<file path="src/core/wds_params.svh">
// constants of the watchdog and supply supervisor
`ifndef WDS_PARAMS_SVH
`define WDS_PARAMS_SVH

// ----------------------------------------------------------------
// register map
// ----------------------------------------------------------------
`define WDS_CFG_ADDR     8'h04
`define WDS_CFG_RESET    8'h11
`define WDS_CLR_BIT      7
`define WDS_SYS_LSB      5
`define WDS_MCU_LSB      2
`define WDS_LOCK_BIT     1
`define WDS_ON_BIT       0
`define WDS_SYS_NEVER    2'h0
`define WDS_SYS_EACH     2'h1
`define WDS_SYS_FOUR     2'h2
`define WDS_SYS_EIGHT    2'h3
`define WDS_SYS_CNT_MID  4
`define WDS_SYS_CNT_HI   8

// ----------------------------------------------------------------
// timing
// ----------------------------------------------------------------
`define WDS_CLK_NS       50
`define WDS_TBASE_NS     10000000
`define WDS_TBASE_CYC    ((`WDS_TBASE_NS) / (`WDS_CLK_NS))
`define WDS_DEB_NS       20000
`define WDS_DEB_CYC      (((`WDS_DEB_NS) + (`WDS_CLK_NS) - 1) / (`WDS_CLK_NS))

// debounced levels at reset: pump reads out of range, supply in range
`define WDS_DEB_RESET    3'h4

`endif

</file>
<file path="src/core/wds_pkg.sv">
// types shared by the watchdog and supply supervisor
package wds_pkg;

	typedef struct packed {
		logic pumpBad;
		logic undervolt;
		logic overvolt;
	} supply_in_t;

	typedef struct packed {
		logic supplyErr;
		logic pump;
		logic undervolt;
		logic overvolt;
	} supply_flags_t;

	typedef struct packed {
		logic supplyAutoclr;
		logic pumpAutoclr;
		logic overvoltProtect;
		logic undervoltProtect;
	} supply_ctrl_t;

endpackage

</file>
<file path="src/core/watchdog_supply_supervisor.sv">
// watchdog timer and supply / charge-pump supervisor
`timescale 1ns/1ns
`include "wds_params.svh"

// What this block does
// - after power-on reset watchdog is on, 160ms MCU time-out, no system reset
// - clear bit 7 must be inverted by firmware often enough to avoid reset
// - clear-bit writes still act while the configuration is locked
// - system selector 00 never, 01 each, 10 after 4, 11 after 8 resets
// - MCU time-out is 10ms times two to the selector code
// - lock bit rejects further config writes, except to the clear bit, until power-on reset
// - enabled watchdog resets the MCU on time-out; disabled never resets
// - over- and under-voltage events set their flags
// - supply error flag is the OR of both voltage flags
// - voltage events shorter than 20us set no flag
// - a flag stays set while its condition persists, despite clears
// - with supply auto-clear, flags drop after 20us stable supply
// - over-voltage disables drivers unless its protection bit is clear
// - under-voltage disables drivers unless its protection bit is clear
// - charge-pump monitor runs always and is debounced by 20us
// - pump fault flag holds all drivers disabled
// - writing 1 clears pump fault only when pump is back in range
// - with pump auto-clear, fault drops after 20us valid pump
// - pump fault reads set after power-on reset and after wake from sleep
// - enabled watchdog counts a 10ms time base into two post-scalers
// - each clear-bit toggle restarts time base and both post-scalers
// - disabling the watchdog clears both post-scalers
// - while enabled, writes leave both time-out selectors unchanged
module watchdog_supply_supervisor #(
	parameter int TBASE_CYC = `WDS_TBASE_CYC,
	parameter int DEB_CYC   = `WDS_DEB_CYC
) (
	input  wire logic                  mclk,
	input  wire logic                  rst_n,
	input  wire logic [7:0]            regAddr,
	input  wire logic                  regWrite,
	input  wire logic                  regRead,
	input  wire logic [7:0]            regWrData,
	output logic      [7:0]            regRdData,
	input  wire wds_pkg::supply_in_t   supplyIn,
	input  wire wds_pkg::supply_ctrl_t supplyCtrl,
	input  wire logic                  overvoltClr,
	input  wire logic                  undervoltClr,
	input  wire logic                  pumpClr,
	input  wire logic                  sleepWake,
	output wds_pkg::supply_flags_t     flags,
	output logic                       driversOff,
	output logic                       mcuResetReq,
	output logic                       sysResetReq
);

	localparam int TBW = $clog2(TBASE_CYC + 1);
	localparam int DBW = $clog2(DEB_CYC + 1);

	// ----------------------------------------------------------------
	// helpers
	// ----------------------------------------------------------------
	// last post-scaler count before the MCU time-out fires
	function automatic logic [7:0] postLimit(input logic [2:0] sel);
		postLimit = (8'h01 << sel) - 8'h01;
	endfunction

	// ----------------------------------------------------------------
	// configuration register
	// ----------------------------------------------------------------
	logic [7:0]     cfg_r;
	logic [7:0]     cfg_nxt;
	logic           cfgWrite;
	logic           clrEvent;
	logic           wdOn;
	logic           locked;
	logic [1:0]     sysSel;
	logic [2:0]     mcuSel;

	assign cfgWrite = regWrite && (regAddr == `WDS_CFG_ADDR);
	assign wdOn     = cfg_r[`WDS_ON_BIT];
	assign locked   = cfg_r[`WDS_LOCK_BIT];
	assign sysSel   = cfg_r[`WDS_SYS_LSB +: 2];
	assign mcuSel   = cfg_r[`WDS_MCU_LSB +: 3];
	// a rewrite of the same clear value is not a service
	assign clrEvent = cfgWrite && (regWrData[`WDS_CLR_BIT] != cfg_r[`WDS_CLR_BIT]);

	always_comb begin
		cfg_nxt = cfg_r;
		if (cfgWrite) begin
			cfg_nxt[`WDS_CLR_BIT] = regWrData[`WDS_CLR_BIT];
			if (!locked) begin
				cfg_nxt[`WDS_LOCK_BIT] = regWrData[`WDS_LOCK_BIT];
				cfg_nxt[`WDS_ON_BIT]   = regWrData[`WDS_ON_BIT];
				// selectors only move while the watchdog is stopped
				if (!wdOn) begin
					cfg_nxt[`WDS_SYS_LSB +: 2] = regWrData[`WDS_SYS_LSB +: 2];
					cfg_nxt[`WDS_MCU_LSB +: 3] = regWrData[`WDS_MCU_LSB +: 3];
				end
			end
		end
	end

	// only rst_n (power-on) restores the reset value and lifts the lock
	always_ff @(posedge mclk or negedge rst_n) begin
		if (!rst_n) begin
			cfg_r <= `WDS_CFG_RESET;
		end else begin
			cfg_r <= cfg_nxt;
		end
	end

	always_ff @(posedge mclk or negedge rst_n) begin
		if (!rst_n) begin
			regRdData <= 8'h00;
		end else if (regRead) begin
			regRdData <= (regAddr == `WDS_CFG_ADDR) ? cfg_r : 8'h00;
		end
	end

	// ----------------------------------------------------------------
	// watchdog time base and post-scalers
	// ----------------------------------------------------------------
	logic [TBW-1:0] tbCnt_r;
	logic [7:0]     mcuPost_r;
	logic [3:0]     sysPost_r;
	logic           tick;
	logic           mcuTimeout;
	logic           sysTrip;

	assign tick       = wdOn && (tbCnt_r == TBW'(TBASE_CYC - 1));
	assign mcuTimeout = tick && (mcuPost_r == postLimit(mcuSel));

	always_comb begin
		case (sysSel)
			`WDS_SYS_NEVER: sysTrip = 1'b0;
			`WDS_SYS_EACH:  sysTrip = mcuTimeout;
			`WDS_SYS_FOUR:  sysTrip = mcuTimeout && (sysPost_r == 4'(`WDS_SYS_CNT_MID - 1));
			`WDS_SYS_EIGHT: sysTrip = mcuTimeout && (sysPost_r == 4'(`WDS_SYS_CNT_HI - 1));
			default:        sysTrip = 1'b0;
		endcase
	end

	always_ff @(posedge mclk or negedge rst_n) begin
		if (!rst_n) begin
			tbCnt_r <= '0;
		end else if (!wdOn || clrEvent || tick) begin
			tbCnt_r <= '0;
		end else begin
			tbCnt_r <= tbCnt_r + TBW'(1);
		end
	end

	always_ff @(posedge mclk or negedge rst_n) begin
		if (!rst_n) begin
			mcuPost_r <= 8'h00;
		end else if (!wdOn || clrEvent || mcuTimeout) begin
			mcuPost_r <= 8'h00;
		end else if (tick) begin
			mcuPost_r <= mcuPost_r + 8'h01;
		end
	end

	// counts consecutive MCU resets with no service in between
	always_ff @(posedge mclk or negedge rst_n) begin
		if (!rst_n) begin
			sysPost_r <= 4'h0;
		end else if (!wdOn || clrEvent || sysTrip) begin
			sysPost_r <= 4'h0;
		end else if (mcuTimeout) begin
			sysPost_r <= sysPost_r + 4'h1;
		end
	end

	always_ff @(posedge mclk or negedge rst_n) begin
		if (!rst_n) begin
			mcuResetReq <= 1'b0;
			sysResetReq <= 1'b0;
		end else begin
			mcuResetReq <= mcuTimeout;
			sysResetReq <= sysTrip;
		end
	end

	// ----------------------------------------------------------------
	// debounce of over-voltage, under-voltage and pump monitors
	// ----------------------------------------------------------------
	logic [2:0]     raw;
	logic [2:0]     deb_r;
	logic [DBW-1:0] debCnt_r [3];

	assign raw = supplyIn;

	// a level must differ for DEB_CYC cycles before it is believed
	always_ff @(posedge mclk or negedge rst_n) begin
		if (!rst_n) begin
			deb_r <= `WDS_DEB_RESET;
			for (int i = 0; i < 3; i++) begin
				debCnt_r[i] <= '0;
			end
		end else begin
			for (int i = 0; i < 3; i++) begin
				if (raw[i] == deb_r[i]) begin
					debCnt_r[i] <= '0;
				end else if (debCnt_r[i] == DBW'(DEB_CYC - 1)) begin
					deb_r[i]    <= raw[i];
					debCnt_r[i] <= '0;
				end else begin
					debCnt_r[i] <= debCnt_r[i] + DBW'(1);
				end
			end
		end
	end

	// ----------------------------------------------------------------
	// sticky flags and driver shutdown
	// ----------------------------------------------------------------
	logic ovFlag_r;
	logic uvFlag_r;
	logic pumpFlag_r;

	// set wins over any clear arriving in the same cycle
	always_ff @(posedge mclk or negedge rst_n) begin
		if (!rst_n) begin
			ovFlag_r <= 1'b0;
		end else if (deb_r[0]) begin
			ovFlag_r <= 1'b1;
		end else if (overvoltClr || supplyCtrl.supplyAutoclr) begin
			ovFlag_r <= 1'b0;
		end
	end

	always_ff @(posedge mclk or negedge rst_n) begin
		if (!rst_n) begin
			uvFlag_r <= 1'b0;
		end else if (deb_r[1]) begin
			uvFlag_r <= 1'b1;
		end else if (undervoltClr || supplyCtrl.supplyAutoclr) begin
			uvFlag_r <= 1'b0;
		end
	end

	// pump has not settled after power-on or wake, so the flag starts set
	always_ff @(posedge mclk or negedge rst_n) begin
		if (!rst_n) begin
			pumpFlag_r <= 1'b1;
		end else if (deb_r[2] || sleepWake) begin
			pumpFlag_r <= 1'b1;
		end else if (pumpClr || supplyCtrl.pumpAutoclr) begin
			pumpFlag_r <= 1'b0;
		end
	end

	assign flags.overvolt  = ovFlag_r;
	assign flags.undervolt = uvFlag_r;
	assign flags.pump      = pumpFlag_r;
	assign flags.supplyErr = ovFlag_r | uvFlag_r;

	always_ff @(posedge mclk or negedge rst_n) begin
		if (!rst_n) begin
			driversOff <= 1'b1;
		end else begin
			driversOff <= pumpFlag_r
				| (ovFlag_r && supplyCtrl.overvoltProtect)
				| (uvFlag_r && supplyCtrl.undervoltProtect);
		end
	end
endmodule // watchdog_supply_supervisor

</file>
<file path="config.mk">
export PLATFORM = sky130hd
export DESIGN_NAME = watchdog_supply_supervisor
export DESIGN_NICKNAME = d
export VERILOG_FILES = /design/src/core/wds_pkg.sv /design/src/core/watchdog_supply_supervisor.sv
export VERILOG_INCLUDE_DIRS = /design/src /design/src/core
export SDC_FILE = /design/constraint.sdc
export NUM_CORES = 1
export LEC_CHECK = 0
export ABC_AREA = 0
export BUFFER_PORTS_ARGS = -buffer_cell sky130_fd_sc_hd__buf_2
export CAP_MARGIN = 20
export CELL_PAD_IN_SITES_DETAIL_PLACEMENT = 1
export CELL_PAD_IN_SITES_GLOBAL_PLACEMENT = 2
export CORE_MARGIN = 2
export CORE_UTILIZATION = 35
export DETAILED_ROUTE_END_ITERATION = 12
export PLACE_DENSITY = 0.72
export SLEW_MARGIN = 20
export SYNTH_ARGS = -nofsm -noshare
export SYNTH_HDL_FRONTEND = slang
export SYNTH_SLANG_ARGS = --single-unit
</file>
<file path="constraint.sdc">
create_clock -name mclk -period 4.7 [get_ports mclk]
set_input_delay 0.47 -clock mclk [delete_from_list [all_inputs] [get_ports mclk]]
set_output_delay 0.47 -clock mclk [all_outputs]
set_load 0.02 [all_outputs]
</file>
==> metrics.csv, run 1 <==
metric,value,unit
finalWorstSetupSlack,2.28,ns
async_flop_share,100,%
p_int,1.03,mW
fin_cells,563,
multiInputGateArea,1770,um2
hp-class,in2async,
via_per_inst,5.14,
cts_max_path_buffers,2,
max_stage_delay,0.60,ns
grt_pass1_wl,14700,um
setup_violations,0,
final_area,4450,um2
syn_area,3910,um2
cts_max_level,3,
gp_congestion,0.732,
reg2reg_slack,2.28,ns
wire_per_inst,15.4,um
netSwitchingFraction,29.3,%
synth_top_area_share,49.3,%
cts_root_buffer,clkbuf_8,
synth_common_cells,"dfrtp_1, nor2_1, xor2_1",
path_delay_family,simple AND/OR/NAND/NOR gates,
overflow,0,
pre_cts_ws,1.99,ns
ys_seq_area_share,52.7,%
core,10900,um2
leakagePower,2.13,nW
drc,0,
avgSynthCellArea,10.5,um2
critical_path_required,4.96,ns
drv_cap,0,
r2r-start,cfg_r[0],
fin_crit_sh,51.5,%
tns,0,ns
powerDensity,328,nW/um2
syn_inst,371,
slew_violations,0,
hold_viol_final,0,
cts_buffers,9,
reg2reg_depth,7,
hold_buffers,0,
dp_hpwl,6310,um
area_growth,13.8,%
cts_setup_buffers,0,
critPathKind,reg2reg,
drt_pass1_iterations,4,
cp_num_cells,7,
die_x,110,um
die_h,110,um
fillerInstances,1247,
fp-row-count,38,
synth_area_leaders,"dfrtp_1, xor2_1, nor2_1",
crit_start,cfg_r[0],
clockPowerShare,32.6,%
totalWireLength,8700,um
comb_power_share,11.8,%
cts_tree,done,
drt_iter0_markers,89,
grt_max_degree,83,
cp_slowest_cell,dfstp_2,
track_usage,15.9,%
switchingPower,0.428,mW
synth_most_common_cell,dfrtp_1,
worstPathBufferInverterCount,1,
post_cts_resized,0,
clock_latency,0.37,ns
synth_edf_count,0,
status,"finished, final reports clean",
design.portCount,46,
skew,0.0100,ns
crit_arrival,2.68,ns
ir_worst_vdd,0.000145,V
ys_seq_elements,82,
tightest_slew,0.750,ns
cp-end-kind,flop,
period_minus_slack,2.42,ns
clock-sinks,82,
synth_ff_type,dfrtp_1,
final_util,40.9,%
seqPwrFrac,55.7,%
initial_core_util,35.9,%
path_cells,nor4b_2 > nand4b_1 > o21ai_1 > buf_4 > nand4_1 > xor2_1 > nor2_1,
nets,455,
numPortBuffers,45,
report.power.total,1.46,mW
dp.cells,547,
hold_slack,0.127,ns
antenna_cells,0,
vias,2893,
crit_path_end,mcuPost_r[3],
antenna_found_initial,0,
slew_headroom,50.0,%
clkTransAtPathRegs,0.09,ns
placed_cell_area,4270,um2
die_area,12000,um2
rsz0062_at_grt,no,
drtAntennaViolNets,0,
crit_path_start_kind,flop,
synthDistinctLibCells,53,
max_freq,0.413,GHz
drive_gt1_share,19.4,%
grt_pass1_vias,3053,
synth_area_leader_cell,dfrtp_1,
synth.yosys.warnings,0,
r2r_end,mcuPost_r[3],
register_area,2060,um2
synthesis.nets,408,
crit_path_max_fanout,15,
-- cell families (layout without fill, tap and decap cells) --
family / count (synthesis) / in the layout / synth area share (%)
AND/OR/NAND/NOR: 167 / 167 / 22.9
XOR/XNOR: 48 / 48 / 10.8
buffers and inverters: 19 / 71 / 2.18
flip-flops: 82 / 82 / 52.7
multiplexers: 7 / 7 / 1.98
AO/OA/AOI/OAI: 42 / 42 / 7.65
adder cells (fa/ha/maj): 6 / 6 / 1.92
-- per-layer routing --
metal  GRT usage [%]  wire, um
met1            20.3      4070
met2            26.6      4210
met3            4.62       335
met4            3.80        83
met5               0         0
-- registers in the layout (all words and copies together), names as in the netlist --
signal / cells
debCnt_r: 27
tbCnt_r: 18
cfg_r: 8
mcuPost_r: 8
regRdData: 8
sysPost_r: 4
deb_r: 3
driversOff: 1
mcuResetReq: 1
ovFlag_r: 1
pumpFlag_r: 1
sysResetReq: 1
uvFlag_r: 1
-- how the worst min path moves through the flow --
stage,to,slack [ns],cells past startpoint,start
after global placement,tbCnt_r[0],0.44,1,tbCnt_r[0]
after global routing,debCnt_r[25],0.18,1,rst_n
final,debCnt_r[24],0.13,1,rst_n
after floorplan,cfg_r[1],0.17,0,rst_n
after CTS,pumpFlag_r,0.27,2,sleepWake
after detailed placement,tbCnt_r[0],0.45,1,tbCnt_r[0]
-- power groups by stage --
stage	logic, mW	registers [mW]	clock network, mW
final	0.172	0.813	0.475
after global routing	0.204	0.823	0.521
after CTS	0.178	0.813	0.498
after detailed placement	0.178	0.826	0
after global placement	0.173	0.825	0
after floorplan	0.119	0.809	0
-- area by class of cell --
type / instances / share of cell area [%]
clock buffers: 9 / 2.78
multi-input cells: 270 / 39.7
flip-flops and latches: 82 / 46.3
repair buffers: 46 / 5.37
clock inverters: 7 / 1.21
inverters: 9 / 0.759
well taps: 140 / 3.94
-- cells in the final DEF, fill, tap and decap left out, types with 4 or more instances in the layout --
master	Yosys	layout
nor2_1	58	58
buf_2	2	44
nand3_1	26	26
ha_1	6	6
clkbuf_8	0	9
a22o_1	8	8
xor2_1	28	28
dfrtp_1	77	77
dfstp_2	5	5
nand2_1	17	17
nand4_1	5	5
mux2_2	6	6
inv_1	8	8
and2_1	6	6
o21ai_0	5	5
a21oi_1	9	9
and3_1	20	20
nor4b_1	4	4
xnor2_1	20	20
Note: power is estimated with default switching activity, not from simulation.
==> run 2, diff against run 1 <==
- clock period: 4.7 -> 2.4 ns (I/O delays scaled with it)
==> run 2 against run 1 <==
Compared with the run above:
- highest routed layer unchanged
- critical path depth shrank 1
- sequential power grew 96%
- count of clock-buffer cells in the layout grew 5
- clock skew grew 0.0018 ns
- core utilization grew 0.99 points
- die area is the same
- final cell count grew 1.6%
- clock power grew 120%
==> metrics.csv, run 2 (synthesis gave the netlist of run 1 again) <==
metric,value,unit
cts_tree,done,
layout_commonest_cell,dfrtp_1,
tns,0,ns
crit_path_end,mcuPost_r[1],
clock_latency,0.37,ns
largest_register,debCnt_r,
critical_path_required,2.65,ns
status,"finished, final reports clean",
final_area,4560,um2
worstPathBufferInverterCount,0,
hold_viol_final,0,
die_h,110,um
overflow,0,
ir_worst_vdd,0.000234,V
cts_max_path_buffers,2,
gp_congestion,0.768,
cts_buffers,9,
numPortBuffers,45,
rsz0062_at_grt,yes,
reg_top3,"debCnt_r x27, tbCnt_r x18",
track_usage,16.6,%
dp.cells,555,
r2r_end,mcuPost_r[1],
grt_max_degree,48,
crit_path_start_kind,flop,
core,10900,um2
initial_core_util,35.9,%
fin_cells,572,
drt_iter0_markers,97,
via_per_inst,5.10,
drc,0,
totalWireLength,8850,um
die_area,12000,um2
area_growth,16.6,%
max_freq,0.443,GHz
dp_hpwl,6450,um
report.power.total,2.97,mW
grt_pass1_wl,15100,um
cp_slowest_cell,dfstp_2,
skew,0.0119,ns
design.portCount,46,
vias,2916,
period_minus_slack,2.26,ns
register_area,2060,um2
crit_start,cfg_r[0],
max_stage_delay,0.58,ns
grt_pass1_vias,3060,
cts_setup_buffers,0,
tightest_slew,0.596,ns
drive_gt1_share,20.1,%
slew_violations,0,
path_delay_family,simple AND/OR/NAND/NOR gates,
fin_crit_sh,94.1,%
fp-row-count,38,
placed_cell_area,4340,um2
critPathKind,reg2reg,
nets,464,
crit_path_max_fanout,7,
cp-end-kind,flop,
leakagePower,2.20,nW
setup_violations,0,
drt_pass1_iterations,4,
drtAntennaViolNets,0,
hp-class,in2reg,
reg2reg_depth,6,
clock-sinks,82,
antenna_cells,0,
drv_cap,0,
clkTransAtPathRegs,0.08,ns
cts_max_level,3,
r2r-start,cfg_r[0],
powerDensity,652,nW/um2
crit_arrival,2.51,ns
fillerInstances,1240,
final_util,41.9,%
mostFrequentLayoutCells,"dfrtp_1, nor2_1, buf_2",
largest_reg_flops,27,
cp_num_cells,6,
die_x,110,um
wire_per_inst,15.5,um
slew_headroom,60.0,%
reg2reg_slack,0.14,ns
multiInputGateArea,1770,um2
cts_root_buffer,clkbuf_8,
path_cells,nor4b_4 > nand4b_1 > a2111o_1 > or4_4 > nand2_2 > o31ai_1,
antenna_found_initial,0,
==> run 2: cell type report <==
class	count	area share (%)
Inverter	9	0.741
Tap cell	140	3.84
Timing Repair Buffer	55	6.97
Sequential cell	82	45.2
Clock inverter	2	0.769
Clock buffer	14	3.57
Multi-Input combinational cell	270	38.9
==> run 2: worst register-to-register path, cell delays in order (launching register included) <==
cell and delay [ns]:
dfstp_2 0.58, nor4b_4 0.22, nand4b_1 0.18, a2111o_1 0.45, or4_4 0.47, nand2_2 0.16
o31ai_1 0.08
==> run 2: where the power goes <==
| group | switching, mW | total (mW) | internal, mW | leakage [nW] |
|---|---|---|---|---|
| Sequential | 0.101 | 1.59 | 1.49 | 1.08 |
| Clock | 0.499 | 1.04 | 0.538 | 0.101 |
| Combinational | 0.189 | 0.345 | 0.155 | 1.02 |
| Total | 0.790 | 2.97 | 2.18 | 2.20 |
==> run 2: layer usage <==
metal	vias to the layer above	share of wire (%)	GRT usage [%]	wire, um
met5	-	0	0	0
met1	1446	48	22.1	4290
met2	42	46	25.9	4070
met4	0	2.2	7.87	192
li1	1415	-	-	-
met3	13	3.4	3.32	305
==> run 2: worst min path at each step <==
stage,endpoint,slack [ns],startpoint,cells past startpoint
after global placement,debCnt_r[24],0.24,rst_n,1
after CTS,pumpFlag_r,0.05,sleepWake,2
after detailed placement,debCnt_r[24],0.24,rst_n,1
after global routing,pumpFlag_r,0.08,sleepWake,2
final,pumpFlag_r,0.07,sleepWake,2
after floorplan,cfg_r[1],-0.06,rst_n,0
==> run 2: per-stage QoR <==
stage / hold WS (ns) / setup slack (ns)
3_5_place_dp: 0.242 / 0.129
3_3_place_gp: 0.239 / 0.155
5_1_grt: 0.0805 / -0.00558
6_report: 0.0674 / 0.142
4_1_cts: 0.0521 / 0.102
2_1_floorplan: -0.0556 / 0.305
==> run 2: timing repair <==
action / CTS / global route
hold endpoints to repair: 34 / 0
resized for setup: 0 / 1
hold buffers: 1 / 0
endpoints found under the setup margin: 0 / 11
